==> src/rtl/mie_pkg.sv <==
package mie_pkg;

  // Operation classes presented by the fetch stage.
  typedef enum logic [4:0] {
    OP_IDLE       = 5'h00,
    OP_MOV_M2A    = 5'h01,
    OP_MOV_A2M    = 5'h02,
    OP_MOV_X2A    = 5'h03,
    OP_BIT_CLR    = 5'h04,
    OP_BIT_SET    = 5'h05,
    OP_GOTO       = 5'h06,
    OP_SKZ        = 5'h07,
    OP_SKZ_COPY   = 5'h08,
    OP_SKB_CLR    = 5'h09,
    OP_SKB_SET    = 5'h0a,
    OP_INC_SKZ    = 5'h0b,
    OP_DEC_SKZ    = 5'h0c,
    OP_INC_SKZ_A  = 5'h0d,
    OP_DEC_SKZ_A  = 5'h0e,
    OP_CALL       = 5'h0f,
    OP_RET        = 5'h10,
    OP_RET_X      = 5'h11,
    OP_INTERRUPT_EXIT       = 5'h12,
    OP_TAB_PAGED  = 5'h13,
    OP_TAB_CUR    = 5'h14,
    OP_TAB_LAST   = 5'h15,
    OP_BYTE_CLR   = 5'h16,
    OP_BYTE_SET   = 5'h17,
    OP_WDT_CLR    = 5'h18,
    OP_WDT_PRE_A  = 5'h19,
    OP_WDT_PRE_B  = 5'h1a,
    OP_SWAP       = 5'h1b,
    OP_SWAP_A     = 5'h1c,
    OP_HALT       = 5'h1d,
    OP_ADC        = 5'h1e,
    OP_ADD        = 5'h1f
  } mie_op_t;

  // Destination and operand selection for the add and AND groups.
  typedef struct packed {
    logic use_imm;
    logic to_mem;
    logic is_and;
  } mie_alu_sel_t;

  // One decoded instruction as handed over by fetch.
  typedef struct packed {
    mie_op_t op;
    mie_alu_sel_t sel;
    logic [2:0] bit_idx;
    logic [7:0] imm;
    logic [10:0] addr;
  } mie_instr_t;

  // Status flags of the core.
  typedef struct packed {
    logic ovf;
    logic zero;
    logic half;
    logic carry;
    logic tmo;
    logic pdn;
  } mie_flags_t;

  localparam logic [7:0] BYTE_ZERO = 8'h00;
  localparam logic [7:0] BYTE_ONES = 8'hff;
  localparam logic [10:0] PC_RESET = 11'h000;
  localparam logic [7:0] ACC_RESET = 8'h00;
  localparam logic [5:0] FLAGS_RESET = 6'h00;
  localparam int PC_LOW_WIDTH = 8;

  // Pre-clear alternation tracker states.
  typedef enum logic [1:0] {
    PRE_NONE = 2'h0,
    PRE_A    = 2'h1,
    PRE_B    = 2'h2
  } mie_pre_t;

endpackage

==> src/rtl/mie_core.sv <==
// Operation
// [RL1] Moves copy memory to acc, acc to memory, or immediate to acc, one cycle.
// [RL2] Bit clear/set forces only bit i of the addressed byte.
// [RL3] Call pushes pc plus one, then loads target; two cycles.
// [RL4] Goto and all returns take two cycles, flags untouched.
// [RL5] Skip takes two cycles when skipping, one otherwise.
// [RL6] Writing the low program counter byte costs two cycles.
// [RL7] Zero skips test byte or bit; copy variant also loads acc.
// [RL8] Increment/decrement skip on zero result; acc variants keep memory.
// [RL9] Table fetches read page word: high to latch, low to memory.
// [RL10] Byte clear writes 00H, byte set writes all ones.
// [RL11] Swap exchanges nibbles in place or into acc.
// [RL12] Watchdog clear resets counter and clears both flags.
// [RL13] Pre-clears act only after both run in alternation.
// [RL14] Carry sum adds acc, byte and carry; updates four flags.
// [RL15] Plain add without carry in; updates four flags.
// [RL16] AND forms update only the zero flag.
// [RL17] Idle does nothing; halt completes in one cycle.
// [RL18] Halt stops clock, clears watchdog and prescaler, sets powerdown.
// [RL19] Interrupt return restores pc and sets the global gate.
// [RL20] Zero, carry, half carry and overflow follow the result.
// [RL21] Two-cycle instructions insert one dummy cycle.
`timescale 1ns/1ns
module mie_core #(
  parameter int PC_W = 11,
  parameter int STACK_DEPTH = 4,
  parameter int DMEM_AW = 8
) (
  input wire logic mclk,
  input wire logic sys_rst,
  input wire logic instr_valid,
  input wire mie_pkg::mie_instr_t instr,
  input wire logic [7:0] mem_rdata,
  input wire logic [15:0] table_word,
  input wire logic [7:0] table_ptr,
  input wire logic [7:0] table_page,
  input wire logic wake,
  output logic instr_take,
  output logic [PC_W-1:0] pc,
  output logic mem_we,
  output logic [7:0] mem_wdata,
  output logic [7:0] acc,
  output logic [7:0] table_high_latch,
  output logic [PC_W-1:0] table_addr,
  output logic watchdog_counter_clr,
  output logic prescaler_clr,
  output logic global_irq_gate,
  output logic sys_clk_run,
  output logic timeout_flag,
  output logic powerdown_flag,
  output logic null_result_flag,
  output logic msb_outflow_flag,
  output logic half_carry_flag,
  output logic overflow_flag
);

  // Targets arrive as eleven bits and a page needs a bit above the pointer byte,
  // so the counter is refused outside nine to eleven bits.
  if (PC_W < 9 || PC_W > 11 || STACK_DEPTH < 1 || DMEM_AW < 1) begin : g_bad_params
    $error("mie_core: unsupported parameters");
  end

  localparam int SP_W = (STACK_DEPTH > 1) ? $clog2(STACK_DEPTH) : 1;

  ////////////////////////////////////////////////////////////////////////////
  // State record.

  typedef struct packed {
    logic [PC_W-1:0] pc;
    logic [7:0] acc;
    mie_pkg::mie_flags_t fl;
    logic [7:0] tbh;
    logic gate;
    logic halted;
    logic run; // Clock gate kept as its own flop so the pin never passes through logic.
    logic dummy;
    logic take;
    logic we;
    logic [7:0] wdata;
    logic wdt_clr;
    logic pre_clr;
    logic [PC_W-1:0] taddr;
    mie_pkg::mie_pre_t pre;
    logic [SP_W-1:0] sp;
    logic [STACK_DEPTH-1:0][PC_W-1:0] stk;
  } mie_state_t;

  mie_state_t s_q;
  mie_state_t s_d;

  ////////////////////////////////////////////////////////////////////////////
  // Next-state logic.

  // The memory byte is read combinationally at the addressed location, so every
  // read-modify-write is computed in the issuing cycle. The write lands one clock
  // later, so the fetch side must not read that byte in the very next cycle.
  always_comb begin
    logic [8:0] sum;
    logic [4:0] low;
    logic [7:0] opnd;
    logic [7:0] res;
    logic [7:0] bmask;
    logic skip;
    logic exec;
    logic [SP_W-1:0] sp_pop;
    sum = 9'h000;
    low = 5'h00;
    opnd = 8'h00;
    res = 8'h00;
    bmask = 8'h00;
    skip = 1'b0;
    exec = 1'b0;
    sp_pop = '0;
    s_d = s_q;
    s_d.we = 1'b0;
    s_d.wdt_clr = 1'b0;
    s_d.pre_clr = 1'b0;
    s_d.take = 1'b0;
    s_d.dummy = 1'b0;
    bmask[instr.bit_idx] = 1'b1;
    sp_pop = s_q.sp - SP_W'(1);
    opnd = instr.sel.use_imm ? instr.imm : mem_rdata;
    // An instruction is accepted only while running and outside a filler cycle.
    exec = instr_valid && !s_q.halted && !s_q.dummy;
    if (s_q.halted) begin
      // Registers and memory are retained while stopped.
      if (wake) begin
        // Only wake brings the clock back; nothing else is touched on the way out.
        s_d.halted = 1'b0;
        s_d.run = 1'b1;
      end
    end else if (s_q.dummy) begin
      // Filler cycle: nothing of the following instruction is committed. [RL21]
      s_d.dummy = 1'b0;
    end else if (exec) begin
      s_d.take = 1'b1;
      s_d.pc = s_q.pc + PC_W'(1);
      case (instr.op)
        mie_pkg::OP_IDLE: begin
          s_d.pc = s_q.pc + PC_W'(1); // [RL17]
        end
        mie_pkg::OP_MOV_M2A: begin
          s_d.acc = mem_rdata; // [RL1]
        end
        mie_pkg::OP_MOV_A2M: begin
          s_d.we = 1'b1; // [RL1]
          s_d.wdata = s_q.acc;
        end
        mie_pkg::OP_MOV_X2A: begin
          s_d.acc = instr.imm; // [RL1]
        end
        mie_pkg::OP_BIT_CLR: begin
          s_d.we = 1'b1;
          s_d.wdata = mem_rdata & ~bmask; // [RL2]
        end
        mie_pkg::OP_BIT_SET: begin
          s_d.we = 1'b1;
          s_d.wdata = mem_rdata | bmask; // [RL2]
        end
        mie_pkg::OP_GOTO: begin
          s_d.pc = instr.addr[PC_W-1:0]; // [RL4]
          s_d.dummy = 1'b1;
        end
        mie_pkg::OP_SKZ: begin
          skip = (mem_rdata == mie_pkg::BYTE_ZERO); // [RL7]
        end
        mie_pkg::OP_SKZ_COPY: begin
          skip = (mem_rdata == mie_pkg::BYTE_ZERO); // [RL7]
          s_d.acc = mem_rdata;
        end
        mie_pkg::OP_SKB_CLR: begin
          skip = !mem_rdata[instr.bit_idx]; // [RL7]
        end
        mie_pkg::OP_SKB_SET: begin
          skip = mem_rdata[instr.bit_idx]; // [RL7]
        end
        mie_pkg::OP_INC_SKZ, mie_pkg::OP_INC_SKZ_A,
        mie_pkg::OP_DEC_SKZ, mie_pkg::OP_DEC_SKZ_A: begin
          if (instr.op == mie_pkg::OP_INC_SKZ || instr.op == mie_pkg::OP_INC_SKZ_A) begin
            res = mem_rdata + 8'h01;
          end else begin
            res = mem_rdata - 8'h01;
          end
          skip = (res == mie_pkg::BYTE_ZERO); // [RL8]
          if (instr.op == mie_pkg::OP_INC_SKZ || instr.op == mie_pkg::OP_DEC_SKZ) begin
            s_d.we = 1'b1;
            s_d.wdata = res;
          end else begin
            s_d.acc = res; // [RL8]
          end
        end
        mie_pkg::OP_CALL: begin
          s_d.stk[s_q.sp] = s_q.pc + PC_W'(1); // [RL3]
          s_d.sp = (s_q.sp == SP_W'(STACK_DEPTH - 1)) ? '0 : s_q.sp + SP_W'(1);
          s_d.pc = instr.addr[PC_W-1:0]; // [RL3]
          s_d.dummy = 1'b1;
        end
        mie_pkg::OP_RET, mie_pkg::OP_RET_X, mie_pkg::OP_INTERRUPT_EXIT: begin
          if (s_q.sp == '0) begin
            sp_pop = SP_W'(STACK_DEPTH - 1);
          end
          s_d.sp = sp_pop;
          s_d.pc = s_q.stk[sp_pop]; // [RL4]
          s_d.dummy = 1'b1;
          if (instr.op == mie_pkg::OP_RET_X) begin
            s_d.acc = instr.imm;
          end
          if (instr.op == mie_pkg::OP_INTERRUPT_EXIT) begin
            // Setting the gate lets a pending request vector before main code. [RL19]
            s_d.gate = 1'b1;
          end
        end
        mie_pkg::OP_TAB_PAGED, mie_pkg::OP_TAB_CUR, mie_pkg::OP_TAB_LAST: begin
          // The fetch side shows the word with the instruction; the filler covers its fetch. [RL9]
          if (instr.op == mie_pkg::OP_TAB_PAGED) begin
            s_d.taddr = PC_W'({table_page, table_ptr});
          end else if (instr.op == mie_pkg::OP_TAB_CUR) begin
            s_d.taddr = {s_q.pc[PC_W-1:8], table_ptr};
          end else begin
            s_d.taddr = {{(PC_W-8){1'b1}}, table_ptr};
          end
          s_d.tbh = table_word[15:8]; // [RL9]
          s_d.we = 1'b1;
          s_d.wdata = table_word[7:0];
          s_d.dummy = 1'b1;
        end
        mie_pkg::OP_BYTE_CLR: begin
          s_d.we = 1'b1;
          s_d.wdata = mie_pkg::BYTE_ZERO; // [RL10]
        end
        mie_pkg::OP_BYTE_SET: begin
          s_d.we = 1'b1;
          s_d.wdata = mie_pkg::BYTE_ONES; // [RL10]
        end
        mie_pkg::OP_WDT_CLR: begin
          s_d.wdt_clr = 1'b1; // [RL12]
          s_d.fl.tmo = 1'b0;
          s_d.fl.pdn = 1'b0;
          s_d.pre = mie_pkg::PRE_NONE;
        end
        mie_pkg::OP_WDT_PRE_A, mie_pkg::OP_WDT_PRE_B: begin
          // Only a change of partner completes the pair; repeats just rearm. [RL13]
          if ((instr.op == mie_pkg::OP_WDT_PRE_A && s_q.pre == mie_pkg::PRE_B) ||
              (instr.op == mie_pkg::OP_WDT_PRE_B && s_q.pre == mie_pkg::PRE_A)) begin
            s_d.wdt_clr = 1'b1;
            s_d.fl.tmo = 1'b0;
            s_d.fl.pdn = 1'b0;
            s_d.pre = mie_pkg::PRE_NONE;
          end else begin
            s_d.pre = (instr.op == mie_pkg::OP_WDT_PRE_A) ? mie_pkg::PRE_A : mie_pkg::PRE_B;
          end
        end
        mie_pkg::OP_SWAP: begin
          s_d.we = 1'b1;
          s_d.wdata = {mem_rdata[3:0], mem_rdata[7:4]}; // [RL11]
        end
        mie_pkg::OP_SWAP_A: begin
          s_d.acc = {mem_rdata[3:0], mem_rdata[7:4]}; // [RL11]
        end
        mie_pkg::OP_HALT: begin
          // The fetch side stops the system clock from sys_clk_run.
          s_d.halted = 1'b1; // [RL18]
          s_d.run = 1'b0;
          s_d.wdt_clr = 1'b1;
          s_d.pre_clr = 1'b1;
          s_d.fl.pdn = 1'b1; // [RL18]
          s_d.fl.tmo = 1'b0;
        end
        mie_pkg::OP_ADC, mie_pkg::OP_ADD: begin
          if (instr.sel.is_and) begin
            res = s_q.acc & opnd; // [RL16]
            s_d.fl.zero = (res == mie_pkg::BYTE_ZERO);
          end else begin
            // Carry enters only for the carry-sum form. [RL14] [RL15]
            low = {1'b0, s_q.acc[3:0]} + {1'b0, opnd[3:0]} +
                  {4'h0, (instr.op == mie_pkg::OP_ADC) && s_q.fl.carry};
            sum = {1'b0, s_q.acc} + {1'b0, opnd} +
                  {8'h00, (instr.op == mie_pkg::OP_ADC) && s_q.fl.carry};
            res = sum[7:0];
            s_d.fl.carry = sum[8]; // [RL20]
            s_d.fl.half = low[4];
            s_d.fl.ovf = (s_q.acc[7] == opnd[7]) && (res[7] != s_q.acc[7]);
            s_d.fl.zero = (res == mie_pkg::BYTE_ZERO); // [RL20]
          end
          if (instr.sel.to_mem) begin
            s_d.we = 1'b1; // [RL14]
            s_d.wdata = res;
          end else begin
            s_d.acc = res;
          end
        end
        default: begin
          s_d.pc = s_q.pc + PC_W'(1);
        end
      endcase
      if (skip) begin
        // The skipped word is consumed by the filler cycle. [RL5]
        s_d.pc = s_q.pc + PC_W'(2);
        s_d.dummy = 1'b1;
      end
    end
  end

  ////////////////////////////////////////////////////////////////////////////
  // State register.

  always_ff @(posedge mclk) begin
    if (sys_rst) begin
      s_q <= '0;
      s_q.pc <= mie_pkg::PC_RESET[PC_W-1:0];
      s_q.acc <= mie_pkg::ACC_RESET;
      s_q.fl <= mie_pkg::FLAGS_RESET;
      s_q.pre <= mie_pkg::PRE_NONE;
      s_q.run <= 1'b1;
    end else begin
      s_q <= s_d;
    end
  end

  ////////////////////////////////////////////////////////////////////////////
  // Outputs, each straight from the state record.

  // A data-memory write to the low pc byte is redirected by the fetch side,
  // which must hold off one issue; the core itself sees that as a goto. [RL6]
  // Keeping that decode outside leaves the core free of any data-memory map.
  assign instr_take = s_q.take;
  assign pc = s_q.pc;
  assign mem_we = s_q.we;
  assign mem_wdata = s_q.wdata;
  assign acc = s_q.acc;
  assign table_high_latch = s_q.tbh;
  assign table_addr = s_q.taddr;
  assign watchdog_counter_clr = s_q.wdt_clr;
  assign prescaler_clr = s_q.pre_clr;
  assign global_irq_gate = s_q.gate;
  assign sys_clk_run = s_q.run;
  assign timeout_flag = s_q.fl.tmo;
  assign powerdown_flag = s_q.fl.pdn;
  assign null_result_flag = s_q.fl.zero;
  assign msb_outflow_flag = s_q.fl.carry;
  assign half_carry_flag = s_q.fl.half;
  assign overflow_flag = s_q.fl.ovf;

endmodule

==> config.mk <==
export PLATFORM = sky130hd
export DESIGN_NAME = mie_core
export DESIGN_NICKNAME = d
export VERILOG_FILES = /design/src/rtl/mie_pkg.sv /design/src/rtl/mie_core.sv
export SDC_FILE = /design/constraint.sdc
export NUM_CORES = 1
export LEC_CHECK = 0
export BUFFER_PORTS_ARGS = -buffer_cell sky130_fd_sc_hd__clkbuf_2
export CAP_MARGIN = 10
export CORE_AREA = 5 5 127 159
export DETAILED_ROUTE_END_ITERATION = 16
export DIE_AREA = 0 0 132 164
export GPL_TIMING_DRIVEN = 0
export REMOVE_ABC_BUFFERS = 1
export SYNTH_ARGS = -nofsm -noshare
export SYNTH_HDL_FRONTEND = slang
export SYNTH_SLANG_ARGS = --single-unit
==> constraint.sdc <==
create_clock -name mclk -period 3 [get_ports mclk]
set_input_delay 0.15 -clock mclk [delete_from_list [all_inputs] [get_ports mclk]]
set_output_delay 0.15 -clock mclk [all_outputs]
set_load 0.01 [all_outputs]
==> results.tsv <==
stage	metric	value	unit
cells_and_area	layout-drive-gt1-share	21.5	%
clocking	clockBufferDepth	2	
routing	num_vias	6923	
routing	viasPerCell	5.80	
synth	syn_inst	904	
routing	antenna_left	0	
timing	finalSetupViolations	0	
timing	rsz0062_at_grt	false	
clocking	cts.clk_slew.worst_paths	0.08	ns
synth	ys_seq_area_share	29.7	%
setup_path	regToRegSetupSlack	0.22	ns
grt	grt_antenna_before_repair	0	
clocking	tritoncts	yes	
cells_and_area	fin_nets	1055	
routing	totalWireLength	23.2	mm
timing	period_share	96.0	%
timing	final-max-slew-violation-count	0	
setup_path	crit_type	primary input to register	
grt	grt_pass1_vias	6557	
power_and_ir_drop	peakVddDrop	0.250	mV
hold_path	hp-class	primary input to register	
clocking	h-tree-depth	3	
timing	worstMarginPinSlew	1.38	ns
setup_path	r2r-end	mem_wdata[4]$_SDFFE_PP0P_	
synth	synth_cell_types	73	
floorplanning	start_util	38.8	%
setup_path	r2r_cells	10	
setup_path	crit_chain	clkbuf_8 > nand2b_4 > or3_4 > buf_4 > ha_4 > a211oi_2 > nor2_1 > xor2_1 > or3_4 > o41ai_4 > buf_6 > buf_12 > mux2i_1 > o21ai_1	
synth	synth.ff_latch_count	107	
floorplanning	dieHeight	164	um
grt	track_usage	20.7	%
setup_path	critPathSlowestCell	or3_4	
floorplanning	rows	56	
timing	fmax	347	MHz
grt	grt_max_degree	51	
setup_path	cp-end-kind	register	
clocking	cts_made_buffers	9	
grt	use_met2	35.5	%
cells_and_area	multiInputGateArea	0.00443	mm^2
setup_path	critPathRequiredTime	3.24	ns
clocking	cts_root_buffer	clkbuf_16	
grt	grt_pass1_wl	36.1	mm
synth	syn_area	0.00720	mm^2
timing	fin_skew	0.00955	ns
routing	drt-pass1-iter-count	5	
setup_path	max_stage_delay	0.45	ns
timing	hold_viol	0	
routing	wl_per_cell	19.5	um
power_and_ir_drop	total_power	0.00359	W
grt	gr-total-overflow	0	
cells_and_area	diodes	0	
floorplanning	io_pins	132	
grt	grt.busiest_layer	met2	
cells_and_area	synthToLayoutAreaGrowth	14.4	%
setup_path	regToRegStartpoint	msb_outflow_flag$_SDFFE_PP0P_	
cells_and_area	final_core_util	44.4	%
setup_path	path_common_cell	or3_4	
timing	slew_headroom	7.44	%
clocking	insertion_delay	0.36	ns
synth	ys_warn_count	0	
synth	synth-main-ff-cell	dfxtp_1	
job	maxCapViolCount	0	
synth	syn_avg_cell_area	7.97	um^2
placement	gp_congestion	0.889	
routing	drc	0	
run_status	status	completed	
clocking	clock_sinks	107	
floorplanning	core_area	0.0186	mm^2
setup_path	crit_fanout	27	
setup_path	critPathLaunch	instr[29]	
routing	drtIter0Drc	597	
power_and_ir_drop	p_leak	3.09	nW
placement	dp_hpwl	16.2	mm
setup_path	critPathLaunchType	primary input	
grt	met3_usage	3.25	%
setup_path	cp.arrival	3.12	ns
floorplanning	die_area	0.0216	mm^2
setup_path	crit_end	pc[10]$_SDFFE_PP0P_	
placement	portBuffers	125	
timing	min_period	2.88	ns
power_and_ir_drop	p_per_area	436	mW/mm^2
floorplanning	die_width	132	um
cells_and_area	regArea	0.00214	mm^2
cells_and_area	fillCellCount	1859	
grt	gr-usage-met1	25.7	%
synth	synth-edff-count	0	
synth	synthArstFlopShare	0	%
==> layout make-up <==
| cell class | count | area share [%] |
|---|---|---|
| Inverter | 21 | 0.957 |
| Sequential cell | 107 | 26.0 |
| Clock buffer | 9 | 2.73 |
| Multi-Input combinational cell | 666 | 53.7 |
| Timing Repair Buffer | 152 | 11.6 |
| Tap cell | 232 | 3.52 |
| Clock inverter | 7 | 1.52 |
==> critical path, delay by kind of cell <==
family	cells	cell delay, ns
AO/OA/AOI/OAI	3	0.53
XOR/XNOR	1	0.20
adder cells (fa/ha/maj)	1	0.22
buffers and inverters	4	0.65
multiplexers	1	0.19
AND/OR/NAND/NOR	4	1.14
==> worst min path at each step <==
stage / start / endpoint / slack, ns / depth (start not counted)
6_report: table_word[9] / table_high_latch[1]$_SDFFE_PP0P_ / 0.01 / 3
5_1_grt: table_ptr[2] / table_addr[2]$_SDFFE_PP0P_ / 0.03 / 3
4_1_cts: table_word[9] / table_high_latch[1]$_SDFFE_PP0P_ / 0.003 / 3
3_5_place_dp: table_word[8] / table_high_latch[0]$_SDFFE_PP0P_ / 0.38 / 3
3_3_place_gp: table_word[11] / table_high_latch[3]$_SDFFE_PP0P_ / 0.38 / 3
2_1_floorplan: sys_rst / register / 0.22 / 1
==> report_power, final <==
part | switching, W | internal, W
clock | 0.000603 | 0.000825
combinational | 0.000410 | 0.000262
sequential | 0.0000359 | 0.00145
==> cell usage in the layout (no fill, tap or decap), drive strengths merged, types with 7 or more instances in the layout <==
| cell | netlist | layout |
|---|---|---|
| clkbuf | 32 | 134 |
| dfxtp | 107 | 107 |
| nor2 | 104 | 104 |
| nand2 | 99 | 99 |
| a21oi | 69 | 69 |
| a211oi | 47 | 47 |
| o21ai | 42 | 42 |
| nand3 | 26 | 26 |
| inv | 21 | 22 |
| ha | 21 | 21 |
| nor3 | 18 | 18 |
| xnor2 | 14 | 14 |
| buf | 78 | 14 |
| dlygate4sd3 | 0 | 13 |
| nor4 | 12 | 12 |
| mux4 | 12 | 12 |
| nor2b | 11 | 11 |
| xor2 | 11 | 11 |
| and3 | 11 | 11 |
| nand2b | 11 | 11 |
| a222oi | 10 | 10 |
| or3 | 10 | 10 |
| mux2 | 9 | 9 |
| nand4 | 9 | 9 |
| a221oi | 9 | 9 |
| a31oi | 7 | 7 |
| a32oi | 7 | 7 |
==> cells in the mapped netlist, types with 10 or more instances <==
library cell,instances,share of area (%)
nor3_1,18,1.3
nand3_1,26,1.8
buf_2,22,1.5
xor2_1,11,1.3
a222oi_1,10,1.4
dfxtp_1,107,30
a211oi_1,45,4.7
a21oi_1,68,4.7
mux4_2,12,3.8
nand2b_1,11,0.96
clkbuf_1,32,1.7
ha_1,21,3.6
o21ai_0,40,2.8
and3_1,11,0.96
nand2_1,99,5.2
nor4_1,12,1.0
inv_1,20,1.0
nor2_1,104,5.4
nor2b_1,11,0.96
buf_4,47,4.9
xnor2_1,13,1.6
==> metal layers <==
metal  part of all wire, %  up-vias  wire [um]
met1                    42     3269       9720
met4                   2.6        0        606
met5                     0        -          0
met2                    51      227      11800
met3                   4.9       45       1140
li1                      -     3382          -
==> cells by family (layout without fill, tap and decap cells) <==
| logic type | Yosys count | in the layout | synth area share (%) |
|---|---|---|---|
| AO/OA/AOI/OAI | 254 | 254 | 24.6 |
| AND/OR/NAND/NOR | 334 | 334 | 21.9 |
| other | 1 | 1 | 0.0521 |
| multiplexers | 27 | 27 | 5.99 |
| XOR/XNOR | 25 | 25 | 3.15 |
| buffers and inverters | 131 | 189 | 9.97 |
| flip-flops | 107 | 107 | 29.7 |
| adder cells (fa/ha/maj) | 25 | 25 | 4.62 |
==> per-stage QoR <==
step | hold WS, ns | setup slack [ns] | instances | TNS, ns | area, um^2
2_1_floorplan | 0.219 | -0.390 | 794 | -3.78 | 6560
3_3_place_gp | 0.375 | -1.50 | 1151 | -31.07 | 7480
3_5_place_dp | 0.378 | -1.12 | 1158 | -15.32 | 7560
4_1_cts | 0.00326 | 0.00507 | 1191 | 0 | 8140
5_1_grt | 0.0309 | 0.00528 | 1194 | 0 | 8240
6_report | 0.0138 | 0.121 | 1194 | 0 | 8240
==> what timing repair did <==
| item | 4_1_cts | 5_1_grt |
|---|---|---|
| gates resized for setup | 14 | 12 |
| cloned | 0 | 1 |
| hold buffers | 13 | 0 |
| setup endpoints to repair | 16 | 15 |
| pin swaps | 3 | 5 |
| endpoints found under the hold margin | 13 | 0 |
| buffers inserted | 4 | 2 |
Note: power is estimated with default switching activity, not from simulation.
